File: src/tsp_pkg.sv
package tsp_pkg;

	// ----------------------------------------
	// sizes
	// ----------------------------------------
	localparam int NUM_CB = 6;
	localparam int CNT_W  = 16;
	localparam int DIV_W  = 8;
	localparam int XFER_W = 32;
	localparam int ADDR_W = 8;

	// ----------------------------------------
	// register offsets
	// ----------------------------------------
	localparam logic [ADDR_W-1:0] OFF_CTRL  = 8'h00;
	localparam logic [ADDR_W-1:0] OFF_DATA  = 8'h04;
	localparam logic [ADDR_W-1:0] OFF_COND  = 8'h08;
	localparam logic [ADDR_W-1:0] OFF_TIME  = 8'h0C;
	localparam logic [ADDR_W-1:0] OFF_STAMP = 8'h10;
	localparam logic [ADDR_W-1:0] OFF_STAT  = 8'h14;
	// clock block n config at 8'h20 + 4*n
	localparam logic [2:0]        CB_PAGE   = 3'h1;

	// ----------------------------------------
	// field positions
	// ----------------------------------------
	localparam int CTL_EN_BIT    = 0;
	localparam int CTL_DIR_BIT   = 1;
	localparam int CTL_OD_BIT    = 2;
	localparam int CTL_ISTB_BIT  = 3;
	localparam int CTL_OSTB_BIT  = 4;
	localparam int CTL_SEL_LSB   = 5;
	localparam int CTL_CMODE_LSB = 8;
	localparam int CBC_SRC_BIT   = 0;
	localparam int CBC_DIV_LSB   = 1;
	localparam int ST_FULL_BIT   = 0;
	localparam int ST_ARMED_BIT  = 1;
	localparam int ST_BUSY_BIT   = 2;

	// ----------------------------------------
	// reset values
	// ----------------------------------------
	localparam logic [2:0]       RST_CB_SEL = 3'h0;
	localparam logic [DIV_W-1:0] RST_CB_DIV = 8'h00;

	typedef enum logic [1:0] {
		TSP_COND_OFF,
		TSP_COND_EQ,
		TSP_COND_NEQ
	} tsp_cond_t;

endpackage

File: src/tsp_cb_if.sv
`timescale 1ns/1ps
interface tsp_cb_if;
	logic                     src_pin;
	logic [tsp_pkg::DIV_W-1:0] div;
	logic                     ext_lvl;
	logic                     tick;

	modport ctrl (output src_pin, output div, output ext_lvl, input tick);
	modport blk  (input src_pin, input div, input ext_lvl, output tick);
endinterface

File: src/tsp_clk_blk.sv
`timescale 1ns/1ps
module tsp_clk_blk #(
	parameter bit IS_REF = 1'b0
) (
	// clock and reset
	input wire logic mclk,
	input wire logic rst,
	// config and tick
	tsp_cb_if.blk    cb
);

	logic                      ext_prev_ff;
	logic [tsp_pkg::DIV_W-1:0] div_cnt_ff;
	logic                      tick_ff;
	logic                      src_ev;
	logic [tsp_pkg::DIV_W-1:0] div_lim;

	// ----------------------------------------
	// source select
	// ----------------------------------------
	// pin source edge
	assign src_ev  = IS_REF ? 1'b1 : (cb.src_pin ? (cb.ext_lvl & ~ext_prev_ff) : 1'b1);
	assign div_lim = IS_REF ? tsp_pkg::RST_CB_DIV : cb.div;

	always_ff @(posedge mclk)
	begin
		if (rst)
			ext_prev_ff <= 1'b0;
		else
			ext_prev_ff <= cb.ext_lvl;
	end

	// ----------------------------------------
	// divider
	// ----------------------------------------
	// divide source edges
	always_ff @(posedge mclk)
	begin
		if (rst)
		begin
			div_cnt_ff <= tsp_pkg::RST_CB_DIV;
			tick_ff    <= 1'b0;
		end
		else if (src_ev && div_cnt_ff >= div_lim)
		begin
			div_cnt_ff <= tsp_pkg::RST_CB_DIV;
			tick_ff    <= 1'b1;
		end
		else
		begin
			div_cnt_ff <= src_ev ? div_cnt_ff + 1'b1 : div_cnt_ff;
			tick_ff    <= 1'b0;
		end
	end

	assign cb.tick = tick_ff;

	a_ref_always_ticks:
	assert property (@(posedge mclk) disable iff (rst)
		IS_REF && !$past(rst) |-> tick_ff)
	else $error("reference clock block missed a tick");

endmodule

File: src/tsp_port.sv
// The register offsets and the plain strobed port were decided locally.
`timescale 1ns/1ps
// Notes on behaviour
// - port widths 1, 4, 8, 16, 32
// - one direction for all pins
// - drive, sample, optionally wait for condition
// - open drain: zero drives, one floats
// - every access completes in one cycle
// - shift register plus transfer register
// - 16-bit counter times each transfer
// - counter readable; defers transfer until count
// - counter captured as timestamp per transfer
// - conditions raise events, not interrupts
// - enabled link disables port pins
// - narrower enabled port beats wider port
// - unshared pins stay with wider port
// - transfers at nominal width, except a conditional capture takes one slice
// - six clock blocks, block 0 reference
// - clock block sourced from 1-bit pin
// - pin clock source optionally divided
// - input strobe qualifies, output strobe accompanies
// - reset attaches port to block 0
module tsp_port #(
	parameter int W = 8
) (
	// clock and reset
	input  wire logic                       mclk,
	input  wire logic                       rst,
	// register port
	input  wire logic [tsp_pkg::ADDR_W-1:0] reg_addr,
	input  wire logic [tsp_pkg::XFER_W-1:0] reg_wdata,
	input  wire logic                       reg_wr,
	input  wire logic                       reg_rd,
	output logic      [tsp_pkg::XFER_W-1:0] reg_rdata,
	// pins
	input  wire logic [W-1:0]               pin_in,
	output logic      [W-1:0]               pin_out,
	output logic      [W-1:0]               pin_oe_n,
	input  wire logic                       input_strobe,
	output logic                            output_strobe,
	// pin sharing
	input  wire logic                       link_active,
	input  wire logic [W-1:0]               narrow_claim,
	// clock block sources
	input  wire logic [tsp_pkg::NUM_CB-2:0] cb_src_pin,
	// event to tile
	output logic                            port_event
);

	// ----------------------------------------
	// geometry
	// ----------------------------------------
	// legal width, whole shifts
	localparam int N_SH = tsp_pkg::XFER_W / W;
	localparam int SH_W = $clog2(N_SH + 1);
	localparam logic [SH_W-1:0] SH_LAST = SH_W'(N_SH - 1);

	logic                          en_ff;
	logic                          dir_ff;
	logic                          od_ff;
	logic                          istb_en_ff;
	logic                          ostb_en_ff;
	logic [2:0]                    cb_sel_ff;
	tsp_pkg::tsp_cond_t            cond_mode_ff;
	logic [W-1:0]                  cond_val_ff;
	logic [tsp_pkg::CNT_W-1:0]     time_val_ff;
	logic                          armed_ff;
	logic [tsp_pkg::CNT_W-1:0]     cnt_ff;
	logic [tsp_pkg::CNT_W-1:0]     stamp_ff;
	logic [tsp_pkg::XFER_W-1:0]    shift_ff;
	logic [tsp_pkg::XFER_W-1:0]    xfer_ff;
	logic                          full_ff;
	logic [SH_W-1:0]               sh_cnt_ff;
	logic [W-1:0]                  drv_ff;
	logic                          ostb_pend_ff;
	logic [tsp_pkg::XFER_W-1:0]    rdata_ff;
	logic [W-1:0]                  pin_out_ff;
	logic [W-1:0]                  pin_oe_n_ff;
	logic                          output_strobe_ff;
	logic                          port_event_ff;
	logic [tsp_pkg::NUM_CB-1:0]    cb_src_ff;
	logic [tsp_pkg::DIV_W-1:0]     cb_div_ff [tsp_pkg::NUM_CB];
	logic [tsp_pkg::NUM_CB-1:0]    cb_tick;
	logic [7:0]                    cb_tick_all;

	// ----------------------------------------
	// register decode
	// ----------------------------------------
	logic       wr_ctrl;
	logic       wr_data;
	logic       wr_cond;
	logic       wr_time;
	logic       rd_data;
	logic       cb_hit;
	logic [2:0] cb_idx;
	logic       cb_ok;

	assign wr_ctrl = reg_wr && reg_addr == tsp_pkg::OFF_CTRL;
	assign wr_data = reg_wr && reg_addr == tsp_pkg::OFF_DATA;
	assign wr_cond = reg_wr && reg_addr == tsp_pkg::OFF_COND;
	assign wr_time = reg_wr && reg_addr == tsp_pkg::OFF_TIME;
	assign rd_data = reg_rd && reg_addr == tsp_pkg::OFF_DATA;
	assign cb_hit  = reg_addr[7:5] == tsp_pkg::CB_PAGE && reg_addr[1:0] == 2'h0;
	assign cb_idx  = reg_addr[4:2];
	assign cb_ok   = cb_hit && cb_idx < 3'(tsp_pkg::NUM_CB);

	// ----------------------------------------
	// control registers
	// ----------------------------------------
	logic [2:0] wr_sel;
	assign wr_sel = reg_wdata[tsp_pkg::CTL_SEL_LSB +: 3];

	always_ff @(posedge mclk)
	begin
		if (rst)
		begin
			en_ff        <= 1'b0;
			dir_ff       <= 1'b0;
			od_ff        <= 1'b0;
			istb_en_ff   <= 1'b0;
			ostb_en_ff   <= 1'b0;
			cb_sel_ff    <= tsp_pkg::RST_CB_SEL;
			cond_mode_ff <= tsp_pkg::TSP_COND_OFF;
		end
		else if (wr_ctrl)
		begin
			en_ff        <= reg_wdata[tsp_pkg::CTL_EN_BIT];
			dir_ff       <= reg_wdata[tsp_pkg::CTL_DIR_BIT];
			od_ff        <= reg_wdata[tsp_pkg::CTL_OD_BIT];
			istb_en_ff   <= reg_wdata[tsp_pkg::CTL_ISTB_BIT];
			ostb_en_ff   <= reg_wdata[tsp_pkg::CTL_OSTB_BIT];
			// out-of-range selects are dropped, keeping the old block
			if (wr_sel < 3'(tsp_pkg::NUM_CB))
				cb_sel_ff <= wr_sel;
			cond_mode_ff <= tsp_pkg::tsp_cond_t'(reg_wdata[tsp_pkg::CTL_CMODE_LSB +: 2]);
		end
	end

	always_ff @(posedge mclk)
	begin
		if (rst)
		begin
			cond_val_ff <= '0;
			time_val_ff <= '0;
		end
		else
		begin
			if (wr_cond)
				cond_val_ff <= reg_wdata[W-1:0];
			if (wr_time)
				time_val_ff <= reg_wdata[tsp_pkg::CNT_W-1:0];
		end
	end

	// ----------------------------------------
	// clock blocks
	// ----------------------------------------
	// six blocks, first is reference
	for (genvar g = 0; g < tsp_pkg::NUM_CB; g++)
	begin : g_cb
		tsp_cb_if cb_if ();

		always_ff @(posedge mclk)
		begin
			if (rst)
			begin
				cb_src_ff[g] <= 1'b0;
				cb_div_ff[g] <= tsp_pkg::RST_CB_DIV;
			end
			else if (reg_wr && cb_ok && cb_idx == 3'(g) && g != 0)
			begin
				cb_src_ff[g] <= reg_wdata[tsp_pkg::CBC_SRC_BIT];
				cb_div_ff[g] <= reg_wdata[tsp_pkg::CBC_DIV_LSB +: tsp_pkg::DIV_W];
			end
		end

		assign cb_if.src_pin = cb_src_ff[g];
		assign cb_if.div     = cb_div_ff[g];
		if (g == 0)
		begin : g_ref
			assign cb_if.ext_lvl = 1'b0;
		end
		else
		begin : g_pin
			assign cb_if.ext_lvl = cb_src_pin[g-1];
		end
		assign cb_tick[g] = cb_if.tick;

		tsp_clk_blk #(
			.IS_REF (g == 0)
		) u_blk (
			.mclk (mclk),
			.rst  (rst),
			.cb   (cb_if.blk)
		);
	end

	assign cb_tick_all = 8'(cb_tick);

	// ----------------------------------------
	// port timing
	// ----------------------------------------
	logic port_tick;
	logic go;
	assign port_tick = cb_tick_all[cb_sel_ff];
	assign go = port_tick && en_ff && (!armed_ff || cnt_ff == time_val_ff);

	always_ff @(posedge mclk)
	begin
		if (rst)
			cnt_ff <= '0;
		else if (port_tick && en_ff)
			cnt_ff <= cnt_ff + 1'b1;
	end

	a_counter_step:
	assert property (@(posedge mclk) disable iff (rst)
		port_tick && en_ff |=> cnt_ff == $past(cnt_ff) + 16'h0001)
	else $error("port counter did not step on tick");

	// ----------------------------------------
	// sampling
	// ----------------------------------------
	logic [W-1:0]              pin_off;
	logic [W-1:0]              samp;
	logic                      in_ok;
	logic                      cond_hit;
	logic                      in_step;
	logic                      in_cap;
	logic                      out_load;
	logic                      out_shift;
	logic [tsp_pkg::XFER_W+W-1:0] cat_in;

	assign pin_off = {W{link_active}} | narrow_claim;
	assign samp    = pin_in & ~pin_off;
	assign in_ok   = !dir_ff && (!istb_en_ff || input_strobe);

	always_comb
	begin
		unique case (cond_mode_ff)
			tsp_pkg::TSP_COND_EQ:  cond_hit = samp == cond_val_ff;
			tsp_pkg::TSP_COND_NEQ: cond_hit = samp != cond_val_ff;
			default:               cond_hit = 1'b0;
		endcase
	end

	assign in_step   = go && in_ok && cond_mode_ff == tsp_pkg::TSP_COND_OFF;
	assign in_cap    = (in_step && sh_cnt_ff == SH_LAST) || (go && in_ok && cond_hit && !full_ff);
	assign out_load  = go && dir_ff && sh_cnt_ff == '0 && full_ff;
	assign out_shift = go && dir_ff && sh_cnt_ff != '0;
	assign cat_in    = {samp, shift_ff} >> W;

	// ----------------------------------------
	// serializer and transfer register
	// ----------------------------------------
	// shift then transfer register
	always_ff @(posedge mclk)
	begin
		if (rst || wr_ctrl)
		begin
			shift_ff  <= '0;
			sh_cnt_ff <= '0;
		end
		else if (in_step)
		begin
			shift_ff  <= cat_in[tsp_pkg::XFER_W-1:0];
			sh_cnt_ff <= sh_cnt_ff == SH_LAST ? '0 : sh_cnt_ff + 1'b1;
		end
		else if (out_load)
		begin
			shift_ff  <= xfer_ff >> W;
			sh_cnt_ff <= SH_LAST;
		end
		else if (out_shift)
		begin
			shift_ff  <= shift_ff >> W;
			sh_cnt_ff <= sh_cnt_ff - 1'b1;
		end
	end

	// a new shifted input word overwrites an unread one; conditional captures wait until it is read
	always_ff @(posedge mclk)
	begin
		if (rst)
			xfer_ff <= '0;
		else if (in_cap && cond_mode_ff == tsp_pkg::TSP_COND_OFF)
			xfer_ff <= cat_in[tsp_pkg::XFER_W-1:0];
		else if (in_cap)
			xfer_ff <= tsp_pkg::XFER_W'(samp);
		else if (wr_data && dir_ff)
			xfer_ff <= reg_wdata;
	end

	// set beats clear so a word landing on a read is not lost
	always_ff @(posedge mclk)
	begin
		if (rst)
			full_ff <= 1'b0;
		else
			full_ff <= in_cap || (wr_data && dir_ff) ||
				(full_ff && !(rd_data && !dir_ff) && !out_load);
	end

	always_ff @(posedge mclk)
	begin
		if (rst)
			stamp_ff <= '0;
		else if (in_cap || out_load)
			stamp_ff <= cnt_ff;
	end

	a_stamp_capture:
	assert property (@(posedge mclk) disable iff (rst)
		in_cap || out_load |=> stamp_ff == $past(cnt_ff))
	else $error("timestamp not taken from counter");

	always_ff @(posedge mclk)
	begin
		if (rst)
			armed_ff <= 1'b0;
		else
			armed_ff <= wr_time || (armed_ff && !go);
	end

	a_timed_hold:
	assert property (@(posedge mclk) disable iff (rst)
		armed_ff && cnt_ff != time_val_ff && !wr_ctrl |=> $stable(sh_cnt_ff))
	else $error("transfer ran before programmed count");

	// ----------------------------------------
	// events and output strobe
	// ----------------------------------------
	// event pulse to tile
	always_ff @(posedge mclk)
	begin
		if (rst)
			port_event_ff <= 1'b0;
		else
			port_event_ff <= in_cap || out_load;
	end

	a_event_on_xfer:
	assert property (@(posedge mclk) disable iff (rst)
		in_cap |=> port_event_ff && full_ff)
	else $error("capture raised no event");

	a_cond_match:
	assert property (@(posedge mclk) disable iff (rst)
		go && in_ok && cond_hit && !full_ff |=> xfer_ff == 32'($past(samp)))
	else $error("conditional capture took wrong value");

	always_ff @(posedge mclk)
	begin
		if (rst)
		begin
			drv_ff       <= '0;
			ostb_pend_ff <= 1'b0;
		end
		else
		begin
			if (out_load)
				drv_ff <= xfer_ff[W-1:0];
			else if (out_shift)
				drv_ff <= shift_ff[W-1:0];
			ostb_pend_ff <= out_load || out_shift;
		end
	end

	// ----------------------------------------
	// pin drivers
	// ----------------------------------------
	// drive high or low; open drain drives low or floats
	always_ff @(posedge mclk)
	begin
		if (rst)
		begin
			pin_out_ff       <= '0;
			pin_oe_n_ff      <= '1;
			output_strobe_ff <= 1'b0;
		end
		else
		begin
			pin_out_ff       <= od_ff ? '0 : drv_ff;
			pin_oe_n_ff      <= {W{!(dir_ff && en_ff)}} | pin_off | ({W{od_ff}} & drv_ff);
			output_strobe_ff <= ostb_pend_ff && ostb_en_ff;
		end
	end

	a_od_never_high:
	assert property (@(posedge mclk) disable iff (rst)
		$past(od_ff) && !$past(rst) |-> (pin_out_ff & ~pin_oe_n_ff) == '0)
	else $error("open drain pin driven high");

	a_link_pins_off:
	assert property (@(posedge mclk) disable iff (rst)
		link_active ##1 1'b1 |-> &pin_oe_n_ff)
	else $error("pin driven while link enabled");

	a_input_no_drive:
	assert property (@(posedge mclk) disable iff (rst)
		!dir_ff ##1 1'b1 |-> &pin_oe_n_ff)
	else $error("input port drove a pin");

	a_reset_block0:
	assert property (@(posedge mclk) disable iff (rst)
		$past(rst) |-> cb_sel_ff == 3'h0)
	else $error("port not on block 0 after reset");

	// ----------------------------------------
	// read port
	// ----------------------------------------
	// counter readable any time
	always_ff @(posedge mclk)
	begin
		if (rst || !reg_rd)
			rdata_ff <= '0;
		else if (reg_addr == tsp_pkg::OFF_CTRL)
			rdata_ff <= 32'({cond_mode_ff, cb_sel_ff, ostb_en_ff, istb_en_ff,
				od_ff, dir_ff, en_ff});
		else if (reg_addr == tsp_pkg::OFF_DATA)
			rdata_ff <= xfer_ff;
		else if (reg_addr == tsp_pkg::OFF_COND)
			rdata_ff <= 32'(cond_val_ff);
		else if (reg_addr == tsp_pkg::OFF_TIME)
			rdata_ff <= 32'(cnt_ff);
		else if (reg_addr == tsp_pkg::OFF_STAMP)
			rdata_ff <= 32'(stamp_ff);
		else if (reg_addr == tsp_pkg::OFF_STAT)
			rdata_ff <= 32'({sh_cnt_ff != '0, armed_ff, full_ff});
		else if (cb_ok)
			rdata_ff <= 32'({cb_div_ff[cb_idx], cb_src_ff[cb_idx]});
		else
			rdata_ff <= 32'h0000_0000;
	end

	a_read_latency:
	assert property (@(posedge mclk) disable iff (rst)
		reg_rd && reg_addr == tsp_pkg::OFF_TIME |=> reg_rdata == 32'($past(cnt_ff)))
	else $error("counter read not answered next cycle");

	assign reg_rdata     = rdata_ff;
	assign pin_out       = pin_out_ff;
	assign pin_oe_n      = pin_oe_n_ff;
	assign output_strobe = output_strobe_ff;
	assign port_event    = port_event_ff;

endmodule

File: config.mk
export PLATFORM = sky130hd
export DESIGN_NAME = tsp_port
export DESIGN_NICKNAME = d
export VERILOG_FILES = /design/src/tsp_pkg.sv /design/src/tsp_cb_if.sv /design/src/tsp_clk_blk.sv /design/src/tsp_port.sv
export SDC_FILE = /design/constraint.sdc
export NUM_CORES = 1
export LEC_CHECK = 0
export BUFFER_PORTS_ARGS = -buffer_cell sky130_fd_sc_hd__buf_2
export CORE_ASPECT_RATIO = 1.2
export CORE_MARGIN = 1
export CORE_UTILIZATION = 25
export DETAILED_ROUTE_END_ITERATION = 7
export GPL_ROUTABILITY_DRIVEN = 0
export GPL_TIMING_DRIVEN = 0
export PLACE_DENSITY_LB_ADDON = 0.15
export SLEW_MARGIN = 20
export SYNTH_ARGS = -nofsm -noshare
export SYNTH_HDL_FRONTEND = slang
export SYNTH_SLANG_ARGS = --single-unit
File: constraint.sdc
create_clock -name mclk -period 2.8 [get_ports mclk]
set_input_delay 0.42 -clock mclk [delete_from_list [all_inputs] [get_ports mclk]]
set_output_delay 0.42 -clock mclk [all_outputs]
set_load 0.03 [all_outputs]
==> results.yml <==
critical_path:
  slowest_stage: "o21ai_1"
  end_kind: "flip-flop"
  r2r-start: "cnt_ff[5]"
  cpPeakStageDelay_ps: 780
  critical_path_required_ps: 2970
  path_cells: "buf_2 -> or4_4 -> nor2_1 -> clkbuf_1 -> nand3_1 -> o21ai_1"
  arrival_ps: 2870
  critical_path.top_delay_family: "simple AND/OR/NAND/NOR gates"
  r2r-end: "sh_cnt_ff[0]"
  worst_setup_path_start_kind: "input port"
  rr_worst_depth: 10
  r2r_slack_ps: 150
  crit_type: "in2reg"
  critical_path_buf_inv_count: 2
  cp_max_fo: 10
logic_synthesis:
  synth_fa_ha_area_share_pct: 4.625
  synth-seq-area-share_pct: 46.82
  ys_ff_latch: 290
  synth_top_family_by_area: "compound AO/OA/AOI/OAI gates"
  ys.flop_type: "dfxtp_1"
  synth_fp_nets: 1563
  synth-compound-area-share_pct: 18.82
  synthesis.area_mm2: 0.01326
  syn_inst: 1447
  synth_xor_area_share_pct: 4.625
  ys_warn_count: 0
  synth.mux.area_fraction_pct: 5.069
  synth_edf_count: 40
  synth-simple-area-share_pct: 15.24
  avgSynthCellArea_um2: 9.160
  synth.distinct_cells: 59
  synthArstFlopShare_pct: 0
global_routing:
  grt_pass1_vias: 11220
  grt_overflow: 0
  grt_pass1_wl_um: 72490
  grt_start_max_net_pins: 13
  antenna_found_initial: 2
  grt_use_total_pct: 18.21
floorplan:
  core_mm2: 0.05249
  die_h_um: 254.2
  rows: 92
  dieArea_mm2: 0.05395
  pin_count: 117
  die_width_um: 212.2
  initial_utilization_pct: 25.25
sta:
  fin_worst_skew_ps: 12.14
  hold_viol: 0
  whs_ps: 99.30
  slew_violations: 0
  period_share_pct: 96.30
  rsz0062_at_grt: "yes"
  fin_tns_setup_ps: 0
  max_freq_ghz: 0.3709
  setup_viol: 0
  worst_pin_slew_ps: 1147
  fin_crit_ps: 2696
  maxSlewHeadroom_pct: 23.37
cells_and_area:
  fillCellCount: 5641
  area_growth_pct: 21.64
  final_cells: 2329
  final_cell_mix: "244 x dfxtp_1, 124 x nand2_1, 119 x buf_2"
  drive_above_1_share_pct: 14.55
  final_common_cell: "dfxtp_1"
  layout.nets: 1715
  fin_area_mm2: 0.01612
cts:
  tritoncts: "built"
  clock_latency_ps: 550
  clock_sinks: 290
  cts-root-buf: "clkbuf_16"
  clockBufferDepth: 3
  cts_max_level: 2
  cts_buffers: 36
  clk_pin_slew_ps: 60
  ctsHoldBuffers: 0
place:
  dp_hpwl_um: 35660
  place.port_buffers: 110
  placedCellCount: 2264
  place_area_mm2: 0.01475
detailed_routing:
  wire_per_inst_um: 21.03
  finalWirelength_um: 48990
  via_per_inst: 4.883
  vias: 11373
  ant_nets: 0
  drt-pass1-iter-count: 5
  drt-initial-drc-count: 942
  route.detailed.drc: 0
hold_path:
  hold_path.class: "in2reg"
  hp-start: "cb_src_pin[0]"
  min_path_cells: 3
  hold_end: "g_cb[1].u_blk.ext_prev_ff"
status:
  status: "completed"
pwr:
  p_per_area_mw_per_mm2: 604.8
  peakVddDrop_mv: 0.4633
  p_total_mw: 9.751
  leakage_nw: 6.331
flow_run:
  cap_violations: 0
==> metrics by stage <==
stage          worst slack, ps  util (%)
2_1_floorplan            105.6         -
3_3_place_gp             -1232     27.98
3_5_place_dp            -845.9     28.10
4_1_cts                  13.26     30.60
5_1_grt                 -18.01     30.71
6_report                 103.7     30.72
==> kinds of logic after synthesis <==
kind of cell / Yosys count
flip-flops: 290
buffers and inverters: 161
XOR/XNOR: 70
AND/OR/NAND/NOR: 417
AO/OA/AOI/OAI: 395
multiplexers: 65
adder cells (fa/ha/maj): 49
==> tightest hold or removal path, cell delays in order <==
cell and delay, ps:
buf_2 80, inv_1 40, nor2_1 70
==> metal layers <==
metal / vias to the layer above / routed length [µm] / GRT usage (%)
li1: 5465 / - / -
met1: 5506 / 21490 / 23.44
met2: 314 / 23360 / 30.30
met3: 88 / 2417 / 2.844
met4: 0 / 1720 / 7.308
met5: - / 0 / 0
==> layout make-up <==
| type | count | area, µm² | share of cell area [%] |
|---|---|---|---|
| multi-input combinational | 996 | 6565 | 40.72 |
| sequential | 290 | 6213 | 38.54 |
| clock buffer | 50 | 1016 | 6.301 |
| tap | 705 | 882.1 | 5.471 |
| timing repair buffer | 118 | 610.6 | 3.787 |
| buffer | 90 | 391.6 | 2.429 |
| inverter | 67 | 251.5 | 1.560 |
| clock inverter | 11 | 187.7 | 1.164 |
| antenna | 2 | 5.005 | 0.03104 |
==> state kept, by name, indices dropped and copies added, names as in the netlist, 16 cells and up <==
register / count
cb_div_ff: 40
cnt_ff: 16
g_cb.u_blk.div_cnt_ff: 40
reg_rdata: 32
shift_ff: 32
stamp_ff: 16
time_val_ff: 16
xfer_ff: 32
==> power breakdown <==
group,internal (mW),total (mW),switching (mW)
registers,4.27,4.33,0.0576
clock network,2.99,4.88,1.89
logic,0.182,0.537,0.355
==> worst max path at each step <==
stage / from / end / slack [ps] / depth (start not counted)
after floorplan: reg_addr[1] / cb_div_ff[1][0] / 110 / 5
after global placement: link_active / xfer_ff[28] / -1230 / 9
after detailed placement: reg_addr[1] / xfer_ff[27] / -850 / 9
after CTS: cnt_ff[1] / sh_cnt_ff[2] / 10 / 10
after global routing: cb_sel_ff[0] / sh_cnt_ff[2] / -20 / 8
final: reg_addr[1] / cb_div_ff[3][2] / 100 / 6
==> synth_stat cells, types with 4 or more instances <==
library cell,count,area [µm²]
xor2_1,32,280.3
buf_2,7,35.03
a222oi_1,13,130.1
and2_1,49,306.5
buf_1,9,33.78
a21o_1,18,135.1
a31oi_1,10,62.56
clkbuf_1,73,274.0
inv_1,67,251.5
dfxtp_1,250,5005
nor3b_1,9,67.56
nand2_1,125,469.2
mux2_2,7,78.83
o22ai_1,9,56.30
or3_1,7,43.79
nor3_1,9,45.04
o21ai_0,104,520.5
o21ai_1,14,70.07
a22oi_1,25,187.7
mux2i_1,57,570.6
nand3_1,39,195.2
nor2_1,103,386.6
a211oi_1,51,382.9
buf_4,4,30.03
and3_1,31,193.9
nor2b_1,5,31.28
a21oi_1,112,560.5
o21a_1,5,37.54
nand4_1,24,150.1
ha_1,49,613.1
xnor2_1,38,332.8
a221oi_1,13,113.9
nand2b_1,8,50.05
edfxtp_1,40,1201
==> repair_timing <==
| item | CTS | global route |
|---|---|---|
| setup endpoints to repair | 103 | 93 |
| pin swaps | 4 | 1 |
| resized for setup | 23 | 24 |
| setup buffers | 5 | 1 |
Note: power is estimated with default switching activity, not from simulation.
